`src/core/pcap_pkg.sv`:
```
// Shared constants for the power-management capability field block.
// Assumes a 32-bit APB slave port with a 12-bit byte address.
package pcap_pkg;

  localparam int ADDR_W = 12;
  localparam int DATA_W = 32;
  localparam int CAP_W = 16;

  // Register index as printed, byte address is four times the index
  localparam logic [ADDR_W-1:0] CAP_REG_IDX = 12'h0046;
  localparam logic [ADDR_W-1:0] CAP_REG_ADDR = 12'h0118;
  // Local control and status words next to the capability word
  localparam logic [ADDR_W-1:0] CTRL_REG_ADDR = 12'h011C;
  localparam logic [ADDR_W-1:0] WSTAT_REG_ADDR = 12'h0120;

  // Field positions inside the capability word
  localparam int COLD_BIT = 15;
  localparam int WAKE_MSB = 14;
  localparam int WAKE_LSB = 11;
  localparam int DEEP_BIT = 10;
  localparam int LIGHT_BIT = 9;
  localparam int AUX_MSB = 8;
  localparam int AUX_LSB = 6;
  localparam int INIT_BIT = 5;
  localparam int RESERVED_BIT_BIT = 4;
  localparam int LOWER_MSB = 3;

  // Field values
  localparam logic [3:0] WAKE_MASK_RST = 4'hF;
  localparam logic [2:0] AUX_SELF = 3'h0;
  localparam logic [2:0] AUX_55MA = 3'h1;
  localparam logic [3:0] LOWER_VAL = 4'h2;

  // Control word layout and reset value
  localparam int CTRL_COLD_BIT = 0;
  localparam logic [DATA_W-1:0] CTRL_RST = 32'h0000_0000;

  // Ignored-write status layout
  localparam int WSTAT_CNT_W = 8;
  localparam int WSTAT_SEEN_BIT = 8;

  typedef enum logic [1:0] {
    PCAP_IDLE,
    PCAP_SETUP,
    PCAP_ACCESS
  } pcap_state_e;

endpackage : pcap_pkg

```
`src/core/pcap_field_gen.sv`:
```
// Builds the 16-bit capability word from the cold-wake flag.
// Assumes the flag is a registered level on the same clock.
`timescale 1ns/1ps
module pcap_field_gen (
  input wire logic cold_wake_flag,
  output logic [pcap_pkg::CAP_W-1:0] cap_word
);
  import pcap_pkg::*;

  ////////////////////////////////////////////////////////////////////////////
  // Every field is constant except bit 15 and the standby-current code
  always_comb begin
    cap_word = '0;
    cap_word[COLD_BIT] = cold_wake_flag;
    cap_word[WAKE_MSB:WAKE_LSB] = WAKE_MASK_RST;
    cap_word[DEEP_BIT] = 1'b1;
    cap_word[LIGHT_BIT] = 1'b1;
    cap_word[AUX_MSB:AUX_LSB] = cold_wake_flag ? AUX_55MA : AUX_SELF;
    cap_word[INIT_BIT] = 1'b0;
    cap_word[RESERVED_BIT_BIT] = 1'b0;
    cap_word[LOWER_MSB:0] = LOWER_VAL;
  end

endmodule : pcap_field_gen

```
`src/core/pcap_regs.sv`:
```
// APB slave holding the read-only power-management capability word,
// a control word that sets the cold-wake flag, and a count of writes
// that hit the read-only word.
// Assumes an APB master on clk; all inputs come from the same domain.
//
// Functional notes
// - Wake-state mask reads 1111b.
// - Deep-doze supported bit reads one.
// - Light-doze supported bit reads one.
// - Standby-current code follows cold-wake flag: 000b/001b.
// - Special-initialization flag reads zero.
// - Reserved bit 4 reads zero.
//
// The implementer's own choices: the placing of the registers and the APB slave port.
`timescale 1ns/1ps
module pcap_regs (
  input wire logic clk,
  input wire logic rst_b,
  input wire logic psel,
  input wire logic penable,
  input wire logic pwrite,
  input wire logic [pcap_pkg::ADDR_W-1:0] paddr,
  input wire logic [pcap_pkg::DATA_W-1:0] pwdata,
  input wire logic [3:0] pstrb,
  output logic [pcap_pkg::DATA_W-1:0] prdata,
  output logic pready,
  output logic pslverr,
  output logic cold_wake_flag
);
  import pcap_pkg::*;

  ////////////////////////////////////////////////////////////////////////////
  // Address decode helpers

  // True when the address names one of the three words
  function automatic logic addr_mapped(input logic [ADDR_W-1:0] a);
    addr_mapped = (a == CAP_REG_ADDR) || (a == CTRL_REG_ADDR) ||
                  (a == WSTAT_REG_ADDR);
  endfunction : addr_mapped

  // True when a write targets the read-only capability word
  function automatic logic hits_cap(input logic [ADDR_W-1:0] a);
    hits_cap = (a == CAP_REG_ADDR);
  endfunction : hits_cap

  ////////////////////////////////////////////////////////////////////////////
  // Capability word, built from the live flag

  logic [CAP_W-1:0] cap_word;

  pcap_field_gen u_field_gen (
    .cold_wake_flag(cold_wake_flag),
    .cap_word(cap_word)
  );

  ////////////////////////////////////////////////////////////////////////////
  // Transfer state

  pcap_state_e state_q;
  pcap_state_e state_d;
  logic setup_cyc;
  logic access_cyc;
  logic wr_fire;
  logic take_cyc;

  // Setup is psel without penable, access completes in the next cycle
  assign setup_cyc = psel && !penable;
  assign access_cyc = psel && penable;
  // Slave never stalls; only an access that follows a setup is taken, so
  // a stray penable without a setup cycle cannot write anything
  assign take_cyc = access_cyc && (state_q == PCAP_SETUP);
  assign wr_fire = take_cyc && pwrite;

  // Next state of the transfer tracker
  always_comb begin
    state_d = state_q;
    case (state_q)
      PCAP_IDLE: begin
        if (setup_cyc) begin
          state_d = PCAP_SETUP;
        end
      end
      PCAP_SETUP: begin
        if (access_cyc) begin
          state_d = PCAP_ACCESS;
        end else if (!psel) begin
          state_d = PCAP_IDLE;
        end
      end
      PCAP_ACCESS: begin
        // A back-to-back transfer opens with a fresh setup cycle
        state_d = setup_cyc ? PCAP_SETUP : PCAP_IDLE;
      end
      default: begin
        state_d = PCAP_IDLE;
      end
    endcase
  end

  // Transfer state register
  always_ff @(posedge clk or negedge rst_b) begin
    if (!rst_b) begin
      state_q <= PCAP_IDLE;
    end else begin
      state_q <= state_d;
    end
  end

  ////////////////////////////////////////////////////////////////////////////
  // Control word: only bit 0 is kept, the rest reads as zero

  logic [DATA_W-1:0] ctrl_q;
  logic [DATA_W-1:0] ctrl_d;

  // Byte lane 0 carries the cold-wake flag; other lanes hold nothing
  always_comb begin
    ctrl_d = ctrl_q;
    if (wr_fire && (paddr == CTRL_REG_ADDR) && pstrb[0]) begin
      ctrl_d = CTRL_RST;
      ctrl_d[CTRL_COLD_BIT] = pwdata[CTRL_COLD_BIT];
    end
  end

  // Control register
  always_ff @(posedge clk or negedge rst_b) begin
    if (!rst_b) begin
      ctrl_q <= CTRL_RST;
    end else begin
      ctrl_q <= ctrl_d;
    end
  end

  assign cold_wake_flag = ctrl_q[CTRL_COLD_BIT];

  ////////////////////////////////////////////////////////////////////////////
  // Ignored-write status: counts writes that landed on the read-only word.
  // The capability fields themselves have no storage, so such a write
  // cannot alter them; the count only makes the event visible.

  logic [WSTAT_CNT_W-1:0] ign_cnt_q;
  logic [WSTAT_CNT_W-1:0] ign_cnt_d;
  logic ign_seen_q;
  logic ign_seen_d;

  // Saturating count so a flood of writes never wraps back to zero
  always_comb begin
    ign_cnt_d = ign_cnt_q;
    ign_seen_d = ign_seen_q;
    if (wr_fire && hits_cap(paddr)) begin
      ign_seen_d = 1'b1;
      if (ign_cnt_q != '1) begin
        ign_cnt_d = ign_cnt_q + WSTAT_CNT_W'(1);
      end
    end
  end

  // Status registers
  always_ff @(posedge clk or negedge rst_b) begin
    if (!rst_b) begin
      ign_cnt_q <= '0;
      ign_seen_q <= 1'b0;
    end else begin
      ign_cnt_q <= ign_cnt_d;
      ign_seen_q <= ign_seen_d;
    end
  end

  ////////////////////////////////////////////////////////////////////////////
  // Read data: captured in the setup cycle so prdata comes from a flop
  // and is steady through the access cycle.

  logic [DATA_W-1:0] rdata_q;
  logic [DATA_W-1:0] rdata_d;
  logic err_q;
  logic err_d;
  logic [DATA_W-1:0] rd_mux;

  // Word selected by the address; unmapped reads return zero
  always_comb begin
    rd_mux = '0;
    case (paddr)
      CAP_REG_ADDR: begin
        rd_mux[CAP_W-1:0] = cap_word;
      end
      CTRL_REG_ADDR: begin
        rd_mux = ctrl_q;
      end
      WSTAT_REG_ADDR: begin
        rd_mux[WSTAT_CNT_W-1:0] = ign_cnt_q;
        rd_mux[WSTAT_SEEN_BIT] = ign_seen_q;
      end
      default: begin
        rd_mux = '0;
      end
    endcase
  end

  // Latch read word and error flag on the setup cycle
  always_comb begin
    rdata_d = rdata_q;
    err_d = err_q;
    if (setup_cyc) begin
      rdata_d = pwrite ? '0 : rd_mux;
      err_d = !addr_mapped(paddr);
    end
  end

  // Answer registers
  always_ff @(posedge clk or negedge rst_b) begin
    if (!rst_b) begin
      rdata_q <= '0;
      err_q <= 1'b0;
    end else begin
      rdata_q <= rdata_d;
      err_q <= err_d;
    end
  end

  ////////////////////////////////////////////////////////////////////////////
  // Outputs: zero-wait answer in the first access cycle

  assign pready = access_cyc;
  assign prdata = rdata_q;
  // Error only qualifies the completing cycle, as APB expects
  assign pslverr = access_cyc && err_q;

endmodule : pcap_regs

```
`config.mk`:
```
export PLATFORM = sky130hd
export DESIGN_NAME = pcap_regs
export DESIGN_NICKNAME = d
export VERILOG_FILES = /design/src/core/pcap_pkg.sv /design/src/core/pcap_field_gen.sv /design/src/core/pcap_regs.sv
export SDC_FILE = /design/constraint.sdc
export NUM_CORES = 1
export LEC_CHECK = 0
export ABC_CLOCK_PERIOD_IN_PS = 2140
export BUFFER_PORTS_ARGS = -buffer_cell sky130_fd_sc_hd__buf_2
export CAP_MARGIN = 10
export CORE_MARGIN = 5
export CORE_UTILIZATION = 30
export DETAILED_ROUTE_END_ITERATION = 10
export PLACE_DENSITY_LB_ADDON = 0.05
export SKIP_LAST_GASP = 1
export SLEW_MARGIN = 40
export SYNTH_ARGS = -nofsm -noshare
export SYNTH_HDL_FRONTEND = slang
export SYNTH_SLANG_ARGS = --single-unit
```
`constraint.sdc`:
```
create_clock -name clk -period 2.14 [get_ports clk]
set_clock_uncertainty 0.15 [all_clocks]
set_input_delay 0.214 -clock clk [delete_from_list [all_inputs] [get_ports clk]]
set_output_delay 0.214 -clock clk [all_outputs]
set_load 0.01 [all_outputs]
```
# After elaboration in Yosys (flattened, before gate mapping)
# Index checks and enable logic that the tools add are counted.
# W data, S select, Z words.
dict set report word_totals {
  reg_bits 45
}
dict set report op_classes {
  addsub 1
  n_eq_ne 8
  muxes 9
  n_reduce_logical 15
}
# operator count
set ops {}
lappend ops {{$eq A12 B9 Y1 const B} 3}
lappend ops {{$pmux W9 S3} 1}
lappend ops {{$mux W16} 1}
lappend ops {{$add A8 B1 Y8 const B} 1}
lappend ops {{$logic_and A1 B1 Y1} 8}
lappend ops {{$ne A8 B8 Y1 const B} 1}
lappend ops {{$mux W7} 1}
lappend ops {{$mux W2} 3}
lappend ops {{$pmux W2 S3} 1}
lappend ops {{$reduce_and A2 Y1} 2}
lappend ops {{$ne A3 B3 Y1 const B} 1}
lappend ops {{$eq A2 B1 Y1 const B} 1}
lappend ops {{$eq A2 B2 Y1 const B} 1}
lappend ops {{$logic_not A1 Y1} 2}
lappend ops {{$logic_not A2 Y1} 1}
lappend ops {{$logic_or A1 B1 Y1} 2}
lappend ops {{$mux W1} 2}
lappend ops {{$ne A2 B2 Y1 const B} 1}

# Logic depth before layout (Yosys ltp)
dict set report depth {
  word_depth 5
  mapped_depth 5
  mapped_depth_nobuf 5
}

# Cells and area by module
# From an unflattened synthesis, not the netlist that was laid out.
dict set report hier_totals {
  cells_unflattened 153
  hier_area_um2 1615.3
}
# mod n_inst cells_per_inst area_each_um2 seq_area_each_um2
set by_module_without_submodules {}
lappend by_module_without_submodules {pcap_regs 1 135 1487.7 725.7}
lappend by_module_without_submodules {pcap_field_gen 1 18 127.6 0.0}

# Worst setup path before layout
# Ideal clock, no wire load.
dict set report synth_path {
  path_kind {reg-to-reg}
  start {register ign_cnt_q[1]}
  end {register ign_cnt_q[1]}
  setup_ns 0.128
  arrival_time_ns 1.448
  slack_ns 0.414
  stages_incl_launch_ff 6
  synth_period_minus_slack_ns 1.726
  path_cell_list {dfrtp_1 > ha_1 > nand4_1 > nor2_2 > nor3_2 > mux2_1}
}
dict set report synth_between {
  elab_chain_cells 2
  elab_cells_between_ends 3
  cone_classes {1 x add/sub; 1 x eq/ne; 1 x reduce/logical}
}
# element line
set synth_rtl {}
lappend synth_rtl {{from (decl)} pcap_regs.sv:140} ;# logic [WSTAT_CNT_W-1:0] ign_cnt_q;
lappend synth_rtl {{from (signal assigned)} pcap_regs.sv:163} ;# ign_cnt_q <= ign_cnt_d;
lappend synth_rtl {{parallel branches: the longest is 2 deep, another holds $add A8 B1 Y8} n/a}
# Parallel ways; which one is timed is not known.
# A chain may end at the register's enable or synchronous reset.

# Final worst setup path
# Same ends and word-level chain as after synthesis.

==> run_results.csv <==
group,metric,value,unit
worst_setup_path,crit_chain,"ha_1, nand4_1, nor2_2, nor3_2, mux2_1",
placed_design,place_congestion,0.677,
yosys,ys_seq_elements,24,
clocking,post_cts_buffers,0,
grt,grt_first_pass_wirelength,4860,um
worst_setup_path,regToRegStartpoint,"ign_cnt_q[1]$_DFFE_PN0P_",
outcome,run_status,"finished clean",
yosys,yosysSeqAreaShare,0.438,
sta,worstMarginPinSlew,561,ps
sta,slew_headroom,0.626,
sta,timing.final.ws_setup,183,ps
sta,setup_viol,0,
yosys,synth_edf_count,0,
floorplanning,floorplan.rows,24,
cells_and_area,multi_input_area,643,sq um
routing,drtAntennaViolNets,0,
cells_and_area,drive_gt1_frac,0.354,
worst_setup_path,critical_path_arrival,1950,ps
min_path,min_path_cells,2,
yosys,synth_ff_type,"dfrtp_1",
job,maxCapViolCount,0,
worst_setup_path,worstRegToRegCells,5,
worst_setup_path,r2r-end,"ign_cnt_q[1]$_DFFE_PN0P_",
worst_setup_path,crit_required,2140,ps
routing,dr_wl_met3,222,um
pwr,leakagePower,0.795,nW
floorplanning,coreArea,4380,sq um
clocking,htree_num_levels,1,
placed_design,pre_cts_slack,166,ps
pwr,p_per_area,532,nW/um^2
cells_and_area,final_cell_count_no_fill,210,
routing,drt-initial-drc-count,52,
cells_and_area,synthToLayoutAreaGrowth,15.6,%
sta,fmax,511,MHz
floorplanning,start_util,0.313,
worst_setup_path,setup.worst_path.class,"flip-flop to flip-flop",
min_path,hold_class,"primary input to flip-flop",
yosys,syn_inst,123,
routing,met1_length,1350,um
worst_setup_path,rrSetupSlack,180,ps
routing,vias,983,
floorplanning,fp.dieH,77.6,um
placed_design,port_buffers,37,
clocking,cts_buffer_depth,2,
routing,vias_per_cell,4.68,
grt,grt_max_degree,25,
cells_and_area,layout_common_cells,"37 x buf_2, 24 x dfrtp_1, 16 x conb_1",
routing,wl,2880,um
clocking,cts_tree,"done",
sta,rsz0062_at_grt,"false",
yosys,async_reset_ff_frac,1.00,
clocking,clockRootBuffer,"clkbuf_8",
sta,min_period,1960,ps
cells_and_area,nets,213,
sta,finalSetupTns,0,ps
clocking,cts_num_sinks,24,
pwr,ir_drop,222,uV
routing,wl_met2,1270,um
routing,dr.max_layer_used,"met4",
cells_and_area,fillerInstances,448,
routing,drt_first_pass_iters,4,
sta,slew_violations,0,
worst_setup_path,worstPathMaxFanout,7,
cells_and_area,final_common_cell,"buf_2",
grt,grt_pass1_vias,993,
yosys,syn_area,1370,sq um
cells_and_area,antenna_cells,0,
sta,period_share,0.915,
clocking,clk_latency,270,ps
grt,grt_use_total,0.0983,
clocking,numCtsBuffers,3,
sta,hold_violations,0,
yosys,synth.yosys.warnings,0,
worst_setup_path,cpMaxStageDelayCell,"dfrtp_1",
grt,antenna_found_initial,0,
worst_setup_path,critPathMaxStageDelay,460,ps
cells_and_area,postLayoutCoreUtil,0.362,
placed_design,hpwl,2300,um
grt,overflow,0,
floorplanning,io_pins,88,
routing,drc,0,
worst_setup_path,cp-start-kind,"flip-flop",
min_path,min_to,"ctrl_q[0]$_DFFE_PN0P_",
floorplanning,dieArea,6020,sq um
yosys,yosysUniqueCellTypes,38,
yosys,syn_avg_cell_area,11.1,sq um
worst_setup_path,critPathCaptureType,"flip-flop",
routing,detail_route.wl_per_cell,13.7,um
clocking,clkTransAtPathRegs,90,ps
min_path,hold_start,"pwdata[0]",
floorplanning,die_x,77.6,um
cells_and_area,ff_latch_area,601,sq um
placed_design,place_inst,205,
through the flow:
stage | total power [mW] | area, sq um | hold WS, ps
after floorplan | 0.523 | 1430 | -232
after global placement | 0.541 | 1520 | 91.8
after detailed placement | 0.542 | 1520 | 95.5
after CTS | 0.858 | 1590 | 0.919
after global routing | 0.884 | 1590 | 6.15
final | 0.843 | 1590 | 7.11
logic make-up (layout without fill, tap and decap cells):
family,count (synthesis),count (layout),share of synthesized area
AND/OR/NAND/NOR,41,41,0.245
buffers and inverters,28,48,0.134
flip-flops,24,24,0.438
AO/OA/AOI/OAI,19,19,0.109
XOR/XNOR,7,7,0.0447
multiplexers,2,2,0.0164
adder cells (fa/ha/maj),1,1,0.00912
other,1,16,0.00273
metal layers:
metal | vias to the layer above | GRT usage
met3 | 4 | 0.0185
li1 | 476 | -
met2 | 45 | 0.152
met1 | 458 | 0.134
met4 | 0 | 0.0412
met5 | - | 0
cells in the mapped netlist (2+ instances only):
library cell,instances,area [sq um]
nand2_1,10,37.5
xnor2_1,3,26.3
clkbuf_1,2,7.51
nor4b_4,2,47.6
nor4_2,5,62.6
o31ai_1,2,15.0
a21oi_1,2,10.0
xor2_1,4,35.0
inv_1,5,18.8
buf_4,21,158
nand4_1,4,25.0
nor2_1,3,11.3
dfrtp_1,24,601
mux2_1,2,22.5
o21ai_0,2,10.0
a22o_1,8,70.1
nand3_1,3,15.0
worst max-delay path, delay by kind of cell, from the launching register on:
family        cells  cell delay [ps]
fa+ha+maj         1              230
mux               1              330
flops             1              460
simple gates      3              680
sequential cells by signal (all words and copies together) (netlist names):
signal      cells
prdata         11
err_q           1
state_q         2
ctrl_q          1
ign_cnt_q       8
ign_seen_q      1
what timing repair did:
| action | 4_1_cts | 5_1_grt |
|---|---|---|
| hold buffers | 1 | 0 |
| hold endpoints to repair | 24 | 0 |
| gates resized for setup | 0 | 0 |
worst max-delay path by stage:
stage / from / end / slack (ps) / depth (start not counted)
detailed placement: ign_cnt_q[1]$_DFFE_PN0P_ / ign_cnt_q[1]$_DFFE_PN0P_ / 170 / 5
global route: ign_cnt_q[1]$_DFFE_PN0P_ / ign_cnt_q[1]$_DFFE_PN0P_ / 60 / 5
floorplan: ign_cnt_q[1]$_DFFE_PN0P_ / ign_cnt_q[1]$_DFFE_PN0P_ / 410 / 5
CTS: ign_cnt_q[1]$_DFFE_PN0P_ / ign_cnt_q[1]$_DFFE_PN0P_ / 150 / 5
finish: ign_cnt_q[1]$_DFFE_PN0P_ / ign_cnt_q[1]$_DFFE_PN0P_ / 180 / 5
global placement: ign_cnt_q[1]$_DFFE_PN0P_ / ign_cnt_q[1]$_DFFE_PN0P_ / 200 / 5
where the power goes:
group	switching, mW	total [mW]	internal [mW]
Clock	0.145	0.309	0.164
Combinational	0.0515	0.0756	0.0242
Sequential	0.00166	0.458	0.457
layout make-up:
class	instances	share of cell area
Timing Repair Buffer	39	0.128
Clock buffer	4	0.0347
Sequential cell	24	0.379
Tap cell	52	0.0410
Multi-Input combinational cell	86	0.406
Inverter	5	0.0118
(Power assumes the default switching activity.)
